===== src/shared/ssc_pkg.sv =====
// shared constants, types and states of the serial command front end
`default_nettype none
package ssc_pkg;
  // ---------------------------------------------------------------
  // message layout
  // ---------------------------------------------------------------
  localparam int MSG_BITS   = 16;
  localparam int WD_BIT     = 15;
  localparam int OSEL_HI    = 14;
  localparam int OSEL_LO    = 13;
  localparam int CODE_HI    = 12;
  localparam int CODE_LO    = 10;
  localparam int UNUSED_BIT = 9;
  localparam int PAY_HI     = 8;
  localparam int N_OUT      = 4;

  typedef logic [15:0] ssc_word_t;
  typedef logic [8:0]  ssc_pay_t;
  typedef logic [2:0]  ssc_code_t;
  typedef logic [1:0]  ssc_osel_t;

  localparam ssc_code_t CODE_STATUS = 3'h0;
  localparam ssc_code_t CODE_DUTY   = 3'h1;
  localparam ssc_code_t CODE_SWITCH = 3'h2;
  localparam ssc_code_t CODE_FAULT  = 3'h3;
  localparam ssc_code_t CODE_OCP    = 3'h4;
  localparam ssc_code_t CODE_GLOBAL = 3'h5;
  localparam ssc_code_t CODE_CAL    = 3'h7;
  localparam ssc_osel_t OSEL_GLOBAL = 2'h0;
  localparam ssc_pay_t  REG_RESET   = 9'h000;
  localparam logic [3:0] BIT_LAST   = 4'hf;
  localparam logic [3:0] BIT_FIRST  = 4'h0;

  // ---------------------------------------------------------------
  // payload fields
  // ---------------------------------------------------------------
  localparam int DUTY_ON_BIT     = 7;
  localparam logic [6:0] DUTY_FULL = 7'h7f;
  localparam int SW_DIR_DIS_BIT  = 5;
  localparam int FLT_ON_OPEN_LOAD_DISABLE    = 3;
  localparam int FLT_OFF_OPEN_LOAD_DISABLE   = 2;
  localparam int FLT_LED_THRESHOLD_SELECT_EN    = 1;
  localparam int FLT_RATIO_HIGH  = 0;
  localparam int GCR_VDDFAIL_EN  = 8;
  localparam int GCR_SENSE_EN    = 4;
  localparam int GCR_SENSE_HI    = 3;
  localparam int GCR_SENSE_LO    = 2;
  localparam int STAT_SEL_W      = 5;
  localparam int STAT_MSB        = 4;

  // ---------------------------------------------------------------
  // timing
  // ---------------------------------------------------------------
  localparam int CLK_MHZ         = 20;
  localparam int LED_THRESHOLD_SELECT_PERIOD_US = 1000;
  localparam int LED_THRESHOLD_SELECT_CYCLES    = LED_THRESHOLD_SELECT_PERIOD_US * CLK_MHZ;
  localparam int LED_THRESHOLD_SELECT_CNT_W     = 24;
  localparam logic [3:0] HALF_CYCLES = 4'ha;
  localparam logic [3:0] GAP_CYCLES  = 4'ha;
  localparam logic [2:0] LINK_IDLE   = 3'h2;

  typedef enum logic [4:0] {
    HST_IDLE  = 5'h01,
    HST_LOW   = 5'h02,
    HST_HIGH  = 5'h04,
    HST_CHAIN = 5'h08,
    HST_GAP   = 5'h10
  } ssc_hst_t;
endpackage : ssc_pkg
`default_nettype wire


===== src/shared/ssc_link_if.sv =====
// serial link between host controller and switch command front end
`default_nettype none
interface ssc_link_if;
  logic sclk;
  logic cs_n;
  logic mosi;
  logic miso;
  modport dev  (input sclk, input cs_n, input mosi, output miso);
  modport host (output sclk, output cs_n, output mosi, input miso);
endinterface : ssc_link_if
`default_nettype wire


===== src/logic/ssc_device.sv =====
// device end: serial command decode, config registers, diagnostics
`default_nettype none
// Notes on behaviour
// - messages are sixteen bits, msb first
// - host toggles watchdog bit every message
// - bits 14:13 pick the output
// - bits 12:10 pick the register
// - host sends bit 9 as zero
// - bits 8:0 are the payload
// - chained messages allowed in multiples of sixteen
// - odd length transfers change nothing
// - register code map, globals need select zero
// - supply loss clears registers and faults
// - logic supply fail with enable clears registers
// - no logic supply: direct inputs, zero settings
// - battery loss keeps config, flags undervoltage
// - off open load latched, read clears
// - off open load disable suppresses detection
// - on open load flags, fault pin untouched
// - led check periodic, fully on only
// - on open load latched, disable skips
// - prewarning latched in normal mode
// - fail safe disables current sense
// - status select picks returned word
module ssc_device #(
  parameter int LED_THRESHOLD_SELECT_CYCLES = ssc_pkg::LED_THRESHOLD_SELECT_CYCLES
) (
  input  wire logic            mclk,
  input  wire logic            arst_n,
  input  wire logic            clk_en,
  ssc_link_if.dev              link,
  input  wire logic [3:0]      direct_in,
  input  wire logic [3:0]      off_open_load_det,
  input  wire logic [3:0]      on_open_load_det,
  input  wire logic            temp_warn_det,
  input  wire logic            vpwr_uv_det,
  input  wire logic            vdd_fail,
  input  wire logic            supply_por,
  input  wire logic            fail_safe,
  output logic [3:0]           switch_outputs,
  output logic [3:0]           off_state_open_load_flag,
  output logic [3:0]           on_state_open_load_flag,
  output logic                 temperature_prewarning_flag,
  output logic                 undervoltage_flag,
  output logic                 fault_status_pin_n,
  output logic                 current_sense_enable,
  output logic [1:0]           sense_channel_select,
  output logic                 sense_ratio_select,
  output logic                 watchdog_toggle_bit
);
  // ---------------------------------------------------------------
  // pin synchronisers: [0] sclk, [1] cs_n, [2] mosi
  // ---------------------------------------------------------------
  logic [2:0] s1_ff, s2_ff, s3_ff, filt_ff;
  wire  [2:0] agree    = ~(s2_ff ^ s3_ff);
  wire  [2:0] nxt_filt = (agree & s3_ff) | (~agree & filt_ff);
  wire        sclk_rise = nxt_filt[0] & ~filt_ff[0];
  wire        cs_fall   = ~nxt_filt[1] & filt_ff[1];
  wire        cs_rise   = nxt_filt[1] & ~filt_ff[1];
  wire        selected  = ~filt_ff[1];

  always_ff @(posedge mclk or negedge arst_n) begin
    if (!arst_n) begin
      s1_ff   <= ssc_pkg::LINK_IDLE;
      s2_ff   <= ssc_pkg::LINK_IDLE;
      s3_ff   <= ssc_pkg::LINK_IDLE;
      filt_ff <= ssc_pkg::LINK_IDLE;
    end else if (clk_en) begin
      s1_ff   <= {link.mosi, link.cs_n, link.sclk};
      s2_ff   <= s1_ff;
      s3_ff   <= s2_ff;
      filt_ff <= nxt_filt;
    end
  end

  // ---------------------------------------------------------------
  // shift register and bit count
  // ---------------------------------------------------------------
  ssc_pkg::ssc_word_t shift_ff;
  ssc_pkg::ssc_word_t status_word;
  logic [3:0]         bitcnt_ff;
  logic               full_ff;

  // a cut-off transfer leaves bitcnt off zero and is dropped
  wire commit = cs_rise & full_ff & (bitcnt_ff == ssc_pkg::BIT_FIRST);

  always_ff @(posedge mclk or negedge arst_n) begin
    if (!arst_n) begin
      shift_ff  <= '0;
      bitcnt_ff <= '0;
      full_ff   <= 1'b0;
    end else if (clk_en) begin
      if (cs_fall) begin
        shift_ff  <= status_word;
        bitcnt_ff <= ssc_pkg::BIT_FIRST;
        full_ff   <= 1'b0;
      end else if (sclk_rise && selected) begin
        // msb leaves first; incoming bits trail for daisy chains
        shift_ff  <= {shift_ff[ssc_pkg::MSG_BITS-2:0], nxt_filt[2]};
        bitcnt_ff <= bitcnt_ff + 4'h1;
        if (bitcnt_ff == ssc_pkg::BIT_LAST) begin
          full_ff <= 1'b1;
        end
      end
    end
  end

  assign link.miso = shift_ff[ssc_pkg::WD_BIT];

  // ---------------------------------------------------------------
  // decode (last message of a chain wins)
  // ---------------------------------------------------------------
  wire ssc_pkg::ssc_osel_t osel =
    shift_ff[ssc_pkg::OSEL_HI:ssc_pkg::OSEL_LO];
  wire ssc_pkg::ssc_code_t code =
    shift_ff[ssc_pkg::CODE_HI:ssc_pkg::CODE_LO];
  wire ssc_pkg::ssc_pay_t pay = shift_ff[ssc_pkg::PAY_HI:0];
  wire glob_ok  = (osel == ssc_pkg::OSEL_GLOBAL);
  wire wr_stat  = commit & (code == ssc_pkg::CODE_STATUS);
  wire wr_duty  = commit & (code == ssc_pkg::CODE_DUTY);
  wire wr_sw    = commit & (code == ssc_pkg::CODE_SWITCH);
  wire wr_flt   = commit & (code == ssc_pkg::CODE_FAULT);
  wire wr_ocp   = commit & (code == ssc_pkg::CODE_OCP);
  wire wr_gcr   = commit & (code == ssc_pkg::CODE_GLOBAL) & glob_ok;
  wire wr_cal   = commit & (code == ssc_pkg::CODE_CAL) & glob_ok;

  // ---------------------------------------------------------------
  // configuration registers
  // ---------------------------------------------------------------
  ssc_pkg::ssc_pay_t duty_ff [ssc_pkg::N_OUT];
  ssc_pkg::ssc_pay_t sw_ff   [ssc_pkg::N_OUT];
  ssc_pkg::ssc_pay_t flt_ff  [ssc_pkg::N_OUT];
  ssc_pkg::ssc_pay_t ocp_ff  [ssc_pkg::N_OUT];
  ssc_pkg::ssc_pay_t gcr_ff, cal_ff;
  logic [ssc_pkg::STAT_SEL_W-1:0] stat_sel_ff;

  wire reg_clear = supply_por
                 | (vdd_fail & gcr_ff[ssc_pkg::GCR_VDDFAIL_EN]);

  // vpwr_uv_det does not reach this block: config survives it
  always_ff @(posedge mclk or negedge arst_n) begin
    if (!arst_n) begin
      for (int i = 0; i < ssc_pkg::N_OUT; i++) begin
        duty_ff[i] <= ssc_pkg::REG_RESET;
        sw_ff[i]   <= ssc_pkg::REG_RESET;
        flt_ff[i]  <= ssc_pkg::REG_RESET;
        ocp_ff[i]  <= ssc_pkg::REG_RESET;
      end
      gcr_ff      <= ssc_pkg::REG_RESET;
      cal_ff      <= ssc_pkg::REG_RESET;
      stat_sel_ff <= '0;
    end else if (clk_en) begin
      if (reg_clear) begin
        for (int i = 0; i < ssc_pkg::N_OUT; i++) begin
          duty_ff[i] <= ssc_pkg::REG_RESET;
          sw_ff[i]   <= ssc_pkg::REG_RESET;
          flt_ff[i]  <= ssc_pkg::REG_RESET;
          ocp_ff[i]  <= ssc_pkg::REG_RESET;
        end
        gcr_ff      <= ssc_pkg::REG_RESET;
        cal_ff      <= ssc_pkg::REG_RESET;
        stat_sel_ff <= '0;
      end else begin
        if (wr_duty) duty_ff[osel] <= pay;
        if (wr_sw)   sw_ff[osel]   <= pay;
        if (wr_flt)  flt_ff[osel]  <= pay;
        if (wr_ocp)  ocp_ff[osel]  <= pay;
        if (wr_gcr)  gcr_ff        <= pay;
        if (wr_cal)  cal_ff        <= pay;
        if (wr_stat) stat_sel_ff   <= pay[ssc_pkg::STAT_SEL_W-1:0];
      end
    end
  end

  // ---------------------------------------------------------------
  // outputs and open-load checks (zero settings without vdd)
  // ---------------------------------------------------------------
  wire        vdd_ok = ~vdd_fail;
  logic [3:0] sw_on, det_off, det_on_bulb, led_arm;
  logic [ssc_pkg::LED_THRESHOLD_SELECT_CNT_W-1:0] on_cnt_ff [ssc_pkg::N_OUT];
  logic [3:0] led_tick;
  localparam logic [ssc_pkg::LED_THRESHOLD_SELECT_CNT_W-1:0] LED_LAST =
    ssc_pkg::LED_THRESHOLD_SELECT_CNT_W'(LED_THRESHOLD_SELECT_CYCLES - 1);

  for (genvar g = 0; g < ssc_pkg::N_OUT; g++) begin : g_out
    wire ssc_pkg::ssc_pay_t d = vdd_ok ? duty_ff[g] : ssc_pkg::REG_RESET;
    wire ssc_pkg::ssc_pay_t s = vdd_ok ? sw_ff[g]   : ssc_pkg::REG_RESET;
    wire ssc_pkg::ssc_pay_t f = vdd_ok ? flt_ff[g]  : ssc_pkg::REG_RESET;
    assign sw_on[g] = d[ssc_pkg::DUTY_ON_BIT]
                    | (direct_in[g] & ~s[ssc_pkg::SW_DIR_DIS_BIT]);
    assign det_off[g] = ~sw_on[g] & off_open_load_det[g]
                      & ~f[ssc_pkg::FLT_OFF_OPEN_LOAD_DISABLE];
    assign det_on_bulb[g] = sw_on[g] & on_open_load_det[g]
                      & ~f[ssc_pkg::FLT_ON_OPEN_LOAD_DISABLE] & ~f[ssc_pkg::FLT_LED_THRESHOLD_SELECT_EN];
    assign led_arm[g] = sw_on[g] & f[ssc_pkg::FLT_LED_THRESHOLD_SELECT_EN]
                      & ~f[ssc_pkg::FLT_ON_OPEN_LOAD_DISABLE]
                      & (d[6:0] == ssc_pkg::DUTY_FULL);
    assign led_tick[g] = led_arm[g] & (on_cnt_ff[g] == LED_LAST)
                       & on_open_load_det[g];
  end

  always_ff @(posedge mclk or negedge arst_n) begin
    if (!arst_n) begin
      for (int i = 0; i < ssc_pkg::N_OUT; i++) on_cnt_ff[i] <= '0;
    end else if (clk_en) begin
      // restarts on any off or non-full duty, so a full period is needed
      for (int i = 0; i < ssc_pkg::N_OUT; i++) begin
        if (!led_arm[i] || on_cnt_ff[i] == LED_LAST) on_cnt_ff[i] <= '0;
        else on_cnt_ff[i] <= on_cnt_ff[i] + 1'b1;
      end
    end
  end

  // ---------------------------------------------------------------
  // latched diagnostics: set beats read-clear
  // ---------------------------------------------------------------
  wire [3:0] set_on   = det_on_bulb | led_tick;
  wire       set_temp = temp_warn_det & ~fail_safe;
  wire [3:0] clr_off  = {4{commit}} & ~off_open_load_det;
  wire [3:0] clr_on   = {4{commit}} & ~on_open_load_det;
  wire       clr_uv   = commit & ~vpwr_uv_det;
  wire ssc_pkg::ssc_pay_t flt_sel =
    flt_ff[gcr_ff[ssc_pkg::GCR_SENSE_HI:ssc_pkg::GCR_SENSE_LO]];

  always_ff @(posedge mclk or negedge arst_n) begin
    if (!arst_n) begin
      off_state_open_load_flag    <= '0;
      on_state_open_load_flag     <= '0;
      temperature_prewarning_flag <= 1'b0;
      undervoltage_flag           <= 1'b0;
    end else if (clk_en) begin
      if (supply_por) begin
        off_state_open_load_flag    <= '0;
        on_state_open_load_flag     <= '0;
        temperature_prewarning_flag <= 1'b0;
        undervoltage_flag           <= 1'b0;
      end else begin
        off_state_open_load_flag <= det_off
          | (off_state_open_load_flag & ~clr_off);
        on_state_open_load_flag <= set_on
          | (on_state_open_load_flag & ~clr_on);
        temperature_prewarning_flag <= set_temp
          | (temperature_prewarning_flag & ~commit);
        undervoltage_flag <= vpwr_uv_det
          | (undervoltage_flag & ~clr_uv);
      end
    end
  end

  always_ff @(posedge mclk or negedge arst_n) begin
    if (!arst_n) begin
      switch_outputs       <= '0;
      fault_status_pin_n   <= 1'b1;
      current_sense_enable <= 1'b0;
      sense_channel_select <= '0;
      sense_ratio_select   <= 1'b0;
      watchdog_toggle_bit  <= 1'b0;
    end else if (clk_en) begin
      switch_outputs     <= sw_on;
      // on-state open load deliberately kept off this pin
      fault_status_pin_n <= ~(|det_off | vpwr_uv_det);
      current_sense_enable <= gcr_ff[ssc_pkg::GCR_SENSE_EN] & vdd_ok
                            & ~fail_safe;
      sense_channel_select <= gcr_ff[ssc_pkg::GCR_SENSE_HI:ssc_pkg::GCR_SENSE_LO];
      sense_ratio_select   <= flt_sel[ssc_pkg::FLT_RATIO_HIGH] & vdd_ok;
      if (commit) watchdog_toggle_bit <= shift_ff[ssc_pkg::WD_BIT];
    end
  end

  // ---------------------------------------------------------------
  // returned word: sel[4:3] output, sel[2:0] register code
  // ---------------------------------------------------------------
  wire status_return_select_msb = stat_sel_ff[ssc_pkg::STAT_MSB];
  wire ssc_pkg::ssc_osel_t rd_out = {status_return_select_msb, stat_sel_ff[3]};
  wire ssc_pkg::ssc_code_t rd_code = stat_sel_ff[2:0];
  ssc_pkg::ssc_pay_t rd_pay;

  always_comb begin
    unique case (rd_code)
      ssc_pkg::CODE_DUTY:   rd_pay = duty_ff[rd_out];
      ssc_pkg::CODE_SWITCH: rd_pay = sw_ff[rd_out];
      ssc_pkg::CODE_FAULT:  rd_pay = flt_ff[rd_out];
      ssc_pkg::CODE_OCP:    rd_pay = ocp_ff[rd_out];
      ssc_pkg::CODE_GLOBAL: rd_pay = gcr_ff;
      ssc_pkg::CODE_CAL:    rd_pay = cal_ff;
      default: rd_pay = {undervoltage_flag, on_state_open_load_flag,
                         off_state_open_load_flag};
    endcase
  end
  assign status_word = {temperature_prewarning_flag, rd_out, rd_code,
                        1'b0, rd_pay};
endmodule : ssc_device
`default_nettype wire


===== src/flat_wrapper.sv =====
// flat-port wrapper written by rule: the top's interface ports become plain ports
module ssc_device_flat 
#(
  parameter int LED_THRESHOLD_SELECT_CYCLES = ssc_pkg::LED_THRESHOLD_SELECT_CYCLES
)
  (mclk, arst_n, clk_en, direct_in, off_open_load_det, on_open_load_det, temp_warn_det, vpwr_uv_det, vdd_fail, supply_por, fail_safe, switch_outputs, off_state_open_load_flag, on_state_open_load_flag, temperature_prewarning_flag, undervoltage_flag, fault_status_pin_n, current_sense_enable, sense_channel_select, sense_ratio_select, watchdog_toggle_bit, link_sclk, link_cs_n, link_mosi, link_miso);
  ssc_link_if link_i ();
  input  wire logic mclk;
  input  wire logic arst_n;
  input  wire logic clk_en;
  input  wire logic [3:0] direct_in;
  input  wire logic [3:0] off_open_load_det;
  input  wire logic [3:0] on_open_load_det;
  input  wire logic temp_warn_det;
  input  wire logic vpwr_uv_det;
  input  wire logic vdd_fail;
  input  wire logic supply_por;
  input  wire logic fail_safe;
  output logic [3:0] switch_outputs;
  output logic [3:0] off_state_open_load_flag;
  output logic [3:0] on_state_open_load_flag;
  output logic temperature_prewarning_flag;
  output logic undervoltage_flag;
  output logic fault_status_pin_n;
  output logic current_sense_enable;
  output logic [1:0] sense_channel_select;
  output logic sense_ratio_select;
  output logic watchdog_toggle_bit;
  input wire logic [$bits(link_i.sclk)-1:0] link_sclk;
  input wire logic [$bits(link_i.cs_n)-1:0] link_cs_n;
  input wire logic [$bits(link_i.mosi)-1:0] link_mosi;
  output wire logic [$bits(link_i.miso)-1:0] link_miso;
  assign link_i.sclk = link_sclk;
  assign link_i.cs_n = link_cs_n;
  assign link_i.mosi = link_mosi;
  assign link_miso = link_i.miso;
  ssc_device #(.LED_THRESHOLD_SELECT_CYCLES(LED_THRESHOLD_SELECT_CYCLES)) u_core (.mclk(mclk), .arst_n(arst_n), .clk_en(clk_en), .link(link_i), .direct_in(direct_in), .off_open_load_det(off_open_load_det), .on_open_load_det(on_open_load_det), .temp_warn_det(temp_warn_det), .vpwr_uv_det(vpwr_uv_det), .vdd_fail(vdd_fail), .supply_por(supply_por), .fail_safe(fail_safe), .switch_outputs(switch_outputs), .off_state_open_load_flag(off_state_open_load_flag), .on_state_open_load_flag(on_state_open_load_flag), .temperature_prewarning_flag(temperature_prewarning_flag), .undervoltage_flag(undervoltage_flag), .fault_status_pin_n(fault_status_pin_n), .current_sense_enable(current_sense_enable), .sense_channel_select(sense_channel_select), .sense_ratio_select(sense_ratio_select), .watchdog_toggle_bit(watchdog_toggle_bit));
endmodule

===== config.mk =====
export PLATFORM = sky130hd
export DESIGN_NAME = ssc_device_flat
export DESIGN_NICKNAME = d
export VERILOG_FILES = /design/src/shared/ssc_pkg.sv /design/src/shared/ssc_link_if.sv /design/src/logic/ssc_device.sv /design/src/flat_wrapper.sv
export SDC_FILE = /design/constraint.sdc
export NUM_CORES = 1
export LEC_CHECK = 0
export CORE_ASPECT_RATIO = 2
export CORE_UTILIZATION = 40
export DETAILED_ROUTE_END_ITERATION = 6
export DONT_BUFFER_PORTS = 1
export GPL_TIMING_DRIVEN = 0
export SKIP_LAST_GASP = 1
export SYNTH_ARGS = -nofsm -noshare
export SYNTH_HDL_FRONTEND = slang
export SYNTH_SLANG_ARGS = --single-unit

===== constraint.sdc =====
create_clock -name mclk -period 3.08 [get_ports mclk]
set_input_delay 0.154 -clock mclk [delete_from_list [all_inputs] [get_ports mclk]]
set_output_delay 0.154 -clock mclk [all_outputs]
set_load 0.005 [all_outputs]

==> results of run 1 <==
## synth_stat cells (all sizes together) (7+ instances only)
| cell type | count |
|---|---|
| mux4 | 35 |
| o211ai | 8 |
| or4 | 9 |
| nand3 | 50 |
| xor2 | 36 |
| nand2 | 140 |
| buf | 19 |
| o21ai | 71 |
| and2 | 8 |
| a22o | 93 |
| nand3b | 9 |
| mux2i | 15 |
| o2bb2ai | 71 |
| nor4b | 7 |
| inv | 28 |
| nand4 | 35 |
| o31ai | 9 |
| dfrtp | 311 |
| xnor2 | 45 |
| mux2 | 14 |
| nor2b | 11 |
| clkbuf | 49 |
| nor4 | 13 |
| nand2b | 12 |
| and3 | 14 |
| a21oi | 16 |
| nor2 | 141 |
| nand4b | 9 |
| nor3 | 44 |
## registers in the layout, summed over array words and instances, names as in the netlist, 2 cells and up
register,flops
u_core.s1_ff,3
u_core.s2_ff,3
u_core.s3_ff,3
u_core.stat_sel_ff,5
u_core.ocp_ff,36
u_core.bitcnt_ff,4
u_core.shift_ff,16
u_core.filt_ff,3
u_core.gcr_ff,9
u_core.on_cnt_ff,96
u_core.switch_outputs,4
u_core.flt_ff,36
u_core.on_state_open_load_flag,4
u_core.sw_ff,36
u_core.duty_ff,36
u_core.off_state_open_load_flag,4
u_core.cal_ff,9
u_core.sense_channel_select,2
## repair_timing
action	CTS	global route
hold endpoints to repair	338	316
endpoints found under the setup margin	0	9
resized for setup	0	4
## through the flow
step / hold slack, ns / cell area [sq um] / utilization, % / worst slack (ns) / instances
floorplan: -0.1416 / 15350 / - / 0.8570 / 1418
finish: -0.7115 / 17090 / 45.07 / 0.05749 / 1951
global route: -0.7217 / 17080 / 45.06 / 0.04571 / 1950
global placement: -0.1319 / 15930 / 42.02 / 0.03542 / 1881
detailed placement: -0.1329 / 15930 / 42.02 / 0.09278 / 1881
CTS: -0.7292 / 17080 / 45.04 / 0.06884 / 1950
## layout make-up
class / count / area share (%)
diodes: 1 / 0.01465
inverters: 29 / 0.6371
multi-input cells: 1005 / 41.13
well taps: 463 / 3.390
flip-flops and latches: 316 / 46.32
clock buffers: 35 / 4.306
clock inverters: 14 / 1.216
plain buffers: 68 / 1.816
repair buffers: 20 / 1.172
## power by group through the flow
stage	Combinational, mW	Clock, mW	Sequential, mW
6_report	1.08	3.73	4.53
5_1_grt	1.15	3.92	4.54
4_1_cts	1.06	3.80	4.52
3_5_place_dp	1.03	0	4.60
3_3_place_gp	1.01	0	4.60
2_1_floorplan	0.624	0	4.50
## per-layer routing
layer,up-vias,part of all wire (%)
li1,5382,-
met1,6056,33
met2,371,52
met3,178,4.5
met4,0,10
met5,-,0
## worst register-to-register path, delay by kind of cell, from the launching register on
kind,cells,cell delay [ns]
buffers and inverters,2,1.38
AO/OA/AOI/OAI,2,0.63
multiplexers,1,0.54
flip-flops,1,0.32
## kinds of logic (layout without fill, tap and decap cells)
kind of cell               after synthesis  in the layout
adders and majority gates                7              7
DFF                                    316            316
other                                    0              1
AOI/OAI and AO/OA                      326            326
muxes                                   64             64
xor gates and xnor gates                81             81
buffers and inverters                   97            166
and+or+nand+nor                        527            527
## how the worst max path moves through the flow
stage	start	to	slack, ns	cells after the start
2_1_floorplan	u_core.on_cnt_ff[79]	u_core.on_cnt_ff[86]	0.86	7
3_3_place_gp	u_core.stat_sel_ff[4]	u_core.shift_ff[4]	0.04	7
3_5_place_dp	u_core.stat_sel_ff[4]	u_core.shift_ff[4]	0.09	7
4_1_cts	u_core.stat_sel_ff[4]	u_core.shift_ff[4]	0.07	7
5_1_grt	u_core.stat_sel_ff[4]	u_core.shift_ff[4]	0.05	5
6_report	u_core.stat_sel_ff[4]	u_core.shift_ff[4]	0.06	5
==> out/summary.md, run 1 <==
For this design, the CTS-stage hold fixing added 20 buffers. In this run switching power makes up 28.50% of total power. The all-layer global routing usage is 26.72%, and the cell area power density is 546.2 nW/um^2. Data on the critical path is required at its endpoint by 3.49 ns.

The worst setup path is captured at a flop. Power comes to 9.332 mW. Setup repair after global routing left no endpoint under its margin.

The sequential cell area fraction in the yosys report was 51.55%. Die extent in x: 140.5 microns. The area share of fa/ha/maj cells after synthesis was 0.5542%; the total I/O pin count was 44. The tools report the maximum count of clock buffers along a single path as 3. In this run the clock root is driven by a clkbuf_16.

The run gives 3.44 ns as the worst endpoint data arrival time. Die span in y: 279.1 microns. The number of cell instances on the worst register-to-register path is 5, and the mean instance size in the synthesized netlist is 10.83 sq um.

For this configuration, the core starts out at a cell density of 40.50%. The post-synthesis sequential element count is 316. The tools report the final count of hold timing violations as 316. After filler insertion, the fill cell instance count of the layout stands at 3,539.

The tree built by TritonCTS fans out to 316 sinks. Summing the areas of all and, or, nand and nor instances in the mapped netlist gives 17.13% of the synthesized area. The startpoint identified for the worst register-to-register timing path is u_core.stat_sel_ff[4].

Wires add up to 50,850 microns. The first detailed-routing pass took 7 iterations. At the pin with the least slew margin, the transition time is 1.389 ns. In this run the worst path has a maximum fanout of 10. TritonCTS created 27 clock buffers.

In the routed layout, each cell is associated on average with a via count of 6.144. After floorplanning, the core was divided into 101 placement rows. The area growth from synthesis to layout is 11.30%. The library cells used most frequently in the layout, excluding fill and tap cells, are 311 x dfrtp_1, 140 x nand2_1, 140 x nor2_1. For the post-route worst hold slack, the log shows -0.7115 ns. The share of cell area taken by muxes after synthesis came out at 7.139%.

The final reports fail on design-rule violations, negative hold slack. The first global-routing pass estimated 78,110 microns of wire. The synthesized netlist devotes 16.30% of its cell area to compound gates.

The final count of negative-setup-slack endpoints is 0. For this block, the via count after detailed routing is 11.99k. The number of antenna violations at the first check in global routing came out at 1. The number of buffer and inverter stages on the critical path was 2; the post-synthesis instance total was 1,418. The later pin in the worst-skew pair is clocked with a latency of 0.56 ns.

Counting every net in the synthesized netlist gives 1,447. The met2 global-route usage was 47.79%. The endpoint identified for the worst register-to-register timing path is u_core.shift_ff[4]. Share of flip-flops with an asynchronous set or reset: 100.0%. In this run the biggest area consumer among cell types represents 50.69% of the synthesized area. The number of max-slew violations in the final report came out at 0.

The logs give 0 ns for the final-layout setup total negative slack and 0 for the post-CTS setup-driven buffer insertion count. The tools report the final antenna-violating net count as 0. For the number of max-cap violations, the log shows 0. The highest-delay cell along the critical path is clkbuf_1. The largest net degree at the start of global routing came out at 317.

Cell repeated most along the worst path: clkbuf_1. For the flop-to-flop setup slack, the log shows 0.06 ns. The fraction of synthesized cell area in xor and xnor cells works out to 4.621%. In this run the most used layer during global routing was met2.

The synthesized netlist contains 81 unique library cells. The number of buffer cells added on primary ports works out to 0. Of the available clock period, the critical path in the final layout requires 98.13%. TritonCTS built the clock tree. Type of the setup path with the least slack: reg2reg. The met1 global-route usage is 26.73%, and the largest stage delay on the critical path is 0.87 ns. The via count of the first global-routing pass was 12.54k; the area of the core was 37,910 sq um. The dominant cell type by area after synthesis was dfrtp_1. Dominant synthesized flop cell: dfrtp_1. The HPWL after detailed placement is 37,860 microns. The setup clock skew after layout is 0.01596 ns. Internal power comes to 6.673 mW. Routability-driven placement finished with a final weighted congestion of 1.002. The number of remaining DRC errors is 2, and the top achievable clock speed is 0.3309 GHz. The worst ir drop on vdd came out at 0.3215 mV.

The met3 track demand over resource was 3.601%; the part of the total power dissipated in the clock network was 39.9%. The synthesized netlist occupies a cell area of 15,350 sq um. The combinational family with the most area after synthesis is simple AND/OR/NAND/NOR gates.

Dividing the detail-routed wire length by the instance count gives 26.06 microns. Number of enable flip-flop cells after synthesis: 0. Synthesis warning total: 0. The critical path startpoint category was a flop. Dominant delay contributor by cell family on the critical path: buffers and inverters. For this run the aggregate overflow at the end of global routing stands at 0. The critical path goes through clkbuf_1 > clkbuf_1 > mux4_2 > a222oi_1 > a32oi_1. After the first detailed-routing iteration, the DRC count stood at 848. Ranked by total cell area, the synthesized netlist is headed by dfrtp_1 51%, a22o_1 5.3%, mux4_2 5.1%. The final-stage net count is 1,496, and the worst max-slew margin expressed relative to the limit is 6.688%. Post-layout minimum cycle time: 3.023 ns. The run finished, with violations left. The tools report the fraction of power consumed by sequential logic as 48.5%.

The clock-pin slew reported for the worst setup and hold paths after clock tree synthesis came out at 0.07 ns. The leakage dissipation was 6.939 nW; the share of post-route cells with drive strength above 1 was 8.944%. Registers take 7914 sq um. The path type of the worst min-delay path is in2async.

The run gives 7028 sq um as the multi-input combinational cell area. The switching component of the power was 2.659 mW. Leaving out fill and tap cells, the most frequent cell in the layout is dfrtp_1.

The die covers 39,220 sq um. The logs give 1 for the number of H-tree branching levels and 11.6% for the combinational share of power.
Power figures use the tool's default switching activity.
==> run 2: changes to the inputs <==
--- a/config.mk
+++ b/config.mk
@@ -10,7 +10,9 @@
 export DETAILED_ROUTE_END_ITERATION = 6
 export DONT_BUFFER_PORTS = 1
 export GPL_TIMING_DRIVEN = 0
+export REMOVE_ABC_BUFFERS = 1
 export SKIP_LAST_GASP = 1
+export SLEW_MARGIN = 25
 export SYNTH_ARGS = -nofsm -noshare
 export SYNTH_HDL_FRONTEND = slang
 export SYNTH_SLANG_ARGS = --single-unit
==> run 2 against run 1 <==
Compared with the run above:
- the flow finishes with violations (negative hold slack, negative setup slack)
- critical path type unchanged
- clock skew up 0.017 ns
- sequential power grew 5.5%
- first-iteration DRC count down 17%
- core utilization increased by 0.17 points
- via count fell by 2.3%
- routed wire length fell by 5.8%
- register-to-register slack lost 0.08 ns
- critical path depth unchanged
- fmax fell by 2.7%
- count of clock-buffer cells in the layout rose by 5
- critical endpoint is now u_core.shift_ff[6]
- final area increased by 0.39%
==> out/summary.md, run 2 (synthesized netlist as in run 1, its figures left out) <==
The run finished, with violations left. Violated checks: negative hold slack, negative setup slack (was design-rule violations, negative hold slack). The start point of the critical path was u_core.stat_sel_ff[4] (unchanged).

The number of cell instances on the worst register-to-register path is 5 (unchanged), and the number of H-tree branching levels is 1 (unchanged). The die extent in x was 140.5 microns (unchanged); the die span in y was 279.1 microns (unchanged). The number of max-slew violations in the final report is 0 (unchanged).

For the final worst-path setup slack, the log shows -0.02527 ns (was 0.05749 ns). The post-cts hold buffer count was 24 (was 20); the met2 global-route usage was 46.58% (was 47.79%). The total via count in the routed design is 11.71k (was 11.99k). The transition time at the pin with the least slew margin is 1.033 ns (was 1.389 ns).

The logs give 0.4798 mV (was 0.3215 mV) for the worst ir drop on vdd and 47,920 microns (was 50,850 microns) for the overall routed net length. The timing endpoint of the critical path is u_core.shift_ff[6] (was u_core.shift_ff[4]). The detailed-router iteration count before antenna repair is 5 (was 7), and the number of flip-flops in the largest register is 96 (unchanged). The run gives 6.966 nW (was 6.939 nW) as the leakage dissipation.

The insertion delay of the later-clocked pin in the worst-skew pair is 0.60 ns (was 0.56 ns), and the first-pass GRT wire length is 74,160 microns (was 78,110 microns). The total die area is 39,220 sq um (unchanged). Highest net fanout along the worst path: 24 (was 10). The final count of negative-setup-slack endpoints is 1 (was 0). The total clock sinks came out at 316 (unchanged). Count of non-filler cells in the finished layout: 1,901 (was 1,951). The largest net degree at the start of global routing was 317 (unchanged); the number of remaining DRC errors was 0 (was 2). The type of the setup path with the least slack is reg2reg (unchanged).

The worst endpoint data arrival time is 3.56 ns (was 3.44 ns). The number of max-cap violations came out at 0 (unchanged). The tools report the endpoint of the most critical register-to-register path as u_core.shift_ff[6] (was u_core.shift_ff[4]). The met3 track demand over resource is 3.378% (was 3.601%).

The number of buffer cells added on primary ports is 0 (unchanged), and the post-route worst hold slack is -0.6995 ns (was -0.7115 ns). Final clock period utilization by the worst path: 100.8% (was 98.13%). The top achievable clock speed is 0.3220 GHz (was 0.3309 GHz).

Commonest cells after routing, fill and taps aside: 309 x dfrtp_1, 140 x nand2_1, 138 x nor2_1 (was 311 x dfrtp_1, 140 x nand2_1, 140 x nor2_1). Cell count after placement: 1,818 (was 1,881). The global placer's final weighted congestion is 1.025 (was 1.002). Number of rows in the core area: 101 (unchanged). The area of the core is 37,910 sq um (unchanged). Clock root buffer master: clkbuf_16 (unchanged). Average via count per standard cell: 6.161 (was 6.144). The critical path startpoint category is a flop (unchanged). The final antenna-violating net count is 0 (unchanged). All-layer global routing usage: 25.15% (was 26.72%). The share of post-route cells with drive strength above 1 was 10.36% (was 8.944%); the final standard cell utilization of the core was 45.24% (was 45.07%). The diode insertion count for antenna repair is 0 (was 1). For the final-stage net count, the log shows 1,442 (was 1,496). The number of antenna violations at the first check in global routing came out at 0 (was 1).

Met1 global-route usage: 25.44% (was 26.73%). The type of destination of the critical path is a flop (unchanged). The run gives 30.39% (was 6.688%) as the worst max-slew margin expressed relative to the limit. The logs give 44 (unchanged) for the total I/O pin count and 0 (unchanged) for the total congestion overflow after global routing. The cell area power density was 566.0 nW/um^2 (was 546.2 nW/um^2).

Clock-pin slew reported for the worst setup and hold paths after clock tree synthesis: 0.07 ns (about the same). The most heavily used metal layer in global routing was met2 (unchanged). For the final count of hold timing violations, the log shows 316 (unchanged). The path type of the worst min-delay path is in2async (unchanged). The maximum count of clock buffers along a single path is 3 (unchanged). Flop-to-flop setup slack: -0.03 ns (was 0.06 ns). The tools report the initial core utilization as 40.50% (unchanged). The average wire length per cell after detail routing was 25.21 microns (was 26.06 microns); the DRC violation total after the first TritonRoute iteration was 704 (was 848). The HPWL after detailed placement was 32,880 microns (was 37,860 microns); the post-layout minimum cycle time was 3.105 ns (was 3.023 ns). The beginning of the worst register-to-register path is u_core.stat_sel_ff[4] (unchanged).

The register bank with the most flops was u_core.on_cnt_ff (unchanged). The most common cell after layout, fill and taps aside was dfrtp_1 (unchanged). The area added between synthesis and finish was 11.73% (was 11.30%); the number of buffers created by CTS was 31 (was 27). For the worst endpoint required time, the log shows 3.53 ns (was 3.49 ns). TritonCTS built the clock tree. The run gives 0.03260 ns (was 0.01596 ns) as the setup clock skew after layout. The via count of the first global-routing pass came out at 12.35k (was 12.54k).
==> run 2: per-stage QoR <==
stage          hold WS (ns)    TNS, ns  cell area, sq um  power, mW  setup slack (ns)
2_1_floorplan       -0.1416          0             15050      5.048          0.008326
3_3_place_gp        -0.1163     -17.52             15630      5.423            -1.676
3_5_place_dp        -0.1181    -0.1641             15730      5.443           -0.1641
4_1_cts             -0.7271          0             17140      9.756           0.08101
5_1_grt             -0.7091  -0.005227             17150      9.985         -0.005227
6_report            -0.6995   -0.02527             17150      9.709          -0.02527
==> run 2: worst min-delay path by stage <==
stage                                          end  slack, ns  depth (start not counted)
finish              u_core.sense_channel_select[1]      -0.70                          0
global route                     u_core.flt_ff[26]      -0.71                          0
CTS                           u_core.on_cnt_ff[29]      -0.73                          0
detailed placement  u_core.sense_channel_select[0]      -0.12                          0
global placement    u_core.sense_channel_select[0]      -0.12                          0
floorplan                      u_core.bitcnt_ff[0]      -0.14                          0
==> run 2: critical path, stage by stage, from the launching register on <==
cell and delay, ns:
dfrtp_2 0.87, mux4_2 0.45, o21ai_0 0.67, a31oi_1 0.16
a2111oi_1 0.72, nor3_1 0.09
==> run 2: where the power goes <==
group / internal, mW / switching (mW) / total [mW]
clock: 2.52 / 1.74 / 4.27
combinational: 0.234 / 0.431 / 0.666
sequential: 4.30 / 0.481 / 4.78
total: 7.05 / 2.65 / 9.71
==> run 2: what timing repair did <==
action,CTS,global route
buffers inserted,0,1
endpoints found under the hold margin,439,316
resized for setup,1,1
setup endpoints to repair,1,10
pin swaps,0,1
==> run 2: layout make-up <==
| class | count | area, sq um |
|---|---|---|
| Inverter | 29 | 110.1 |
| Sequential cell | 316 | 7919 |
| Multi-Input combinational cell | 1005 | 7063 |
| Fill cell | 3528 | 20760 |
| Clock buffer | 40 | 879.6 |
| Tap cell | 463 | 579.3 |
| Timing Repair Buffer | 30 | 339.1 |
| Clock inverter | 18 | 262.8 |
==> run 2: metal layers <==
layer / routed length [microns] / vias to the layer above
met4: 3811 / 0
met2: 25670 / 311
met1: 16510 / 5978
li1: - / 5272
met5: 0 / -
met3: 1930 / 152
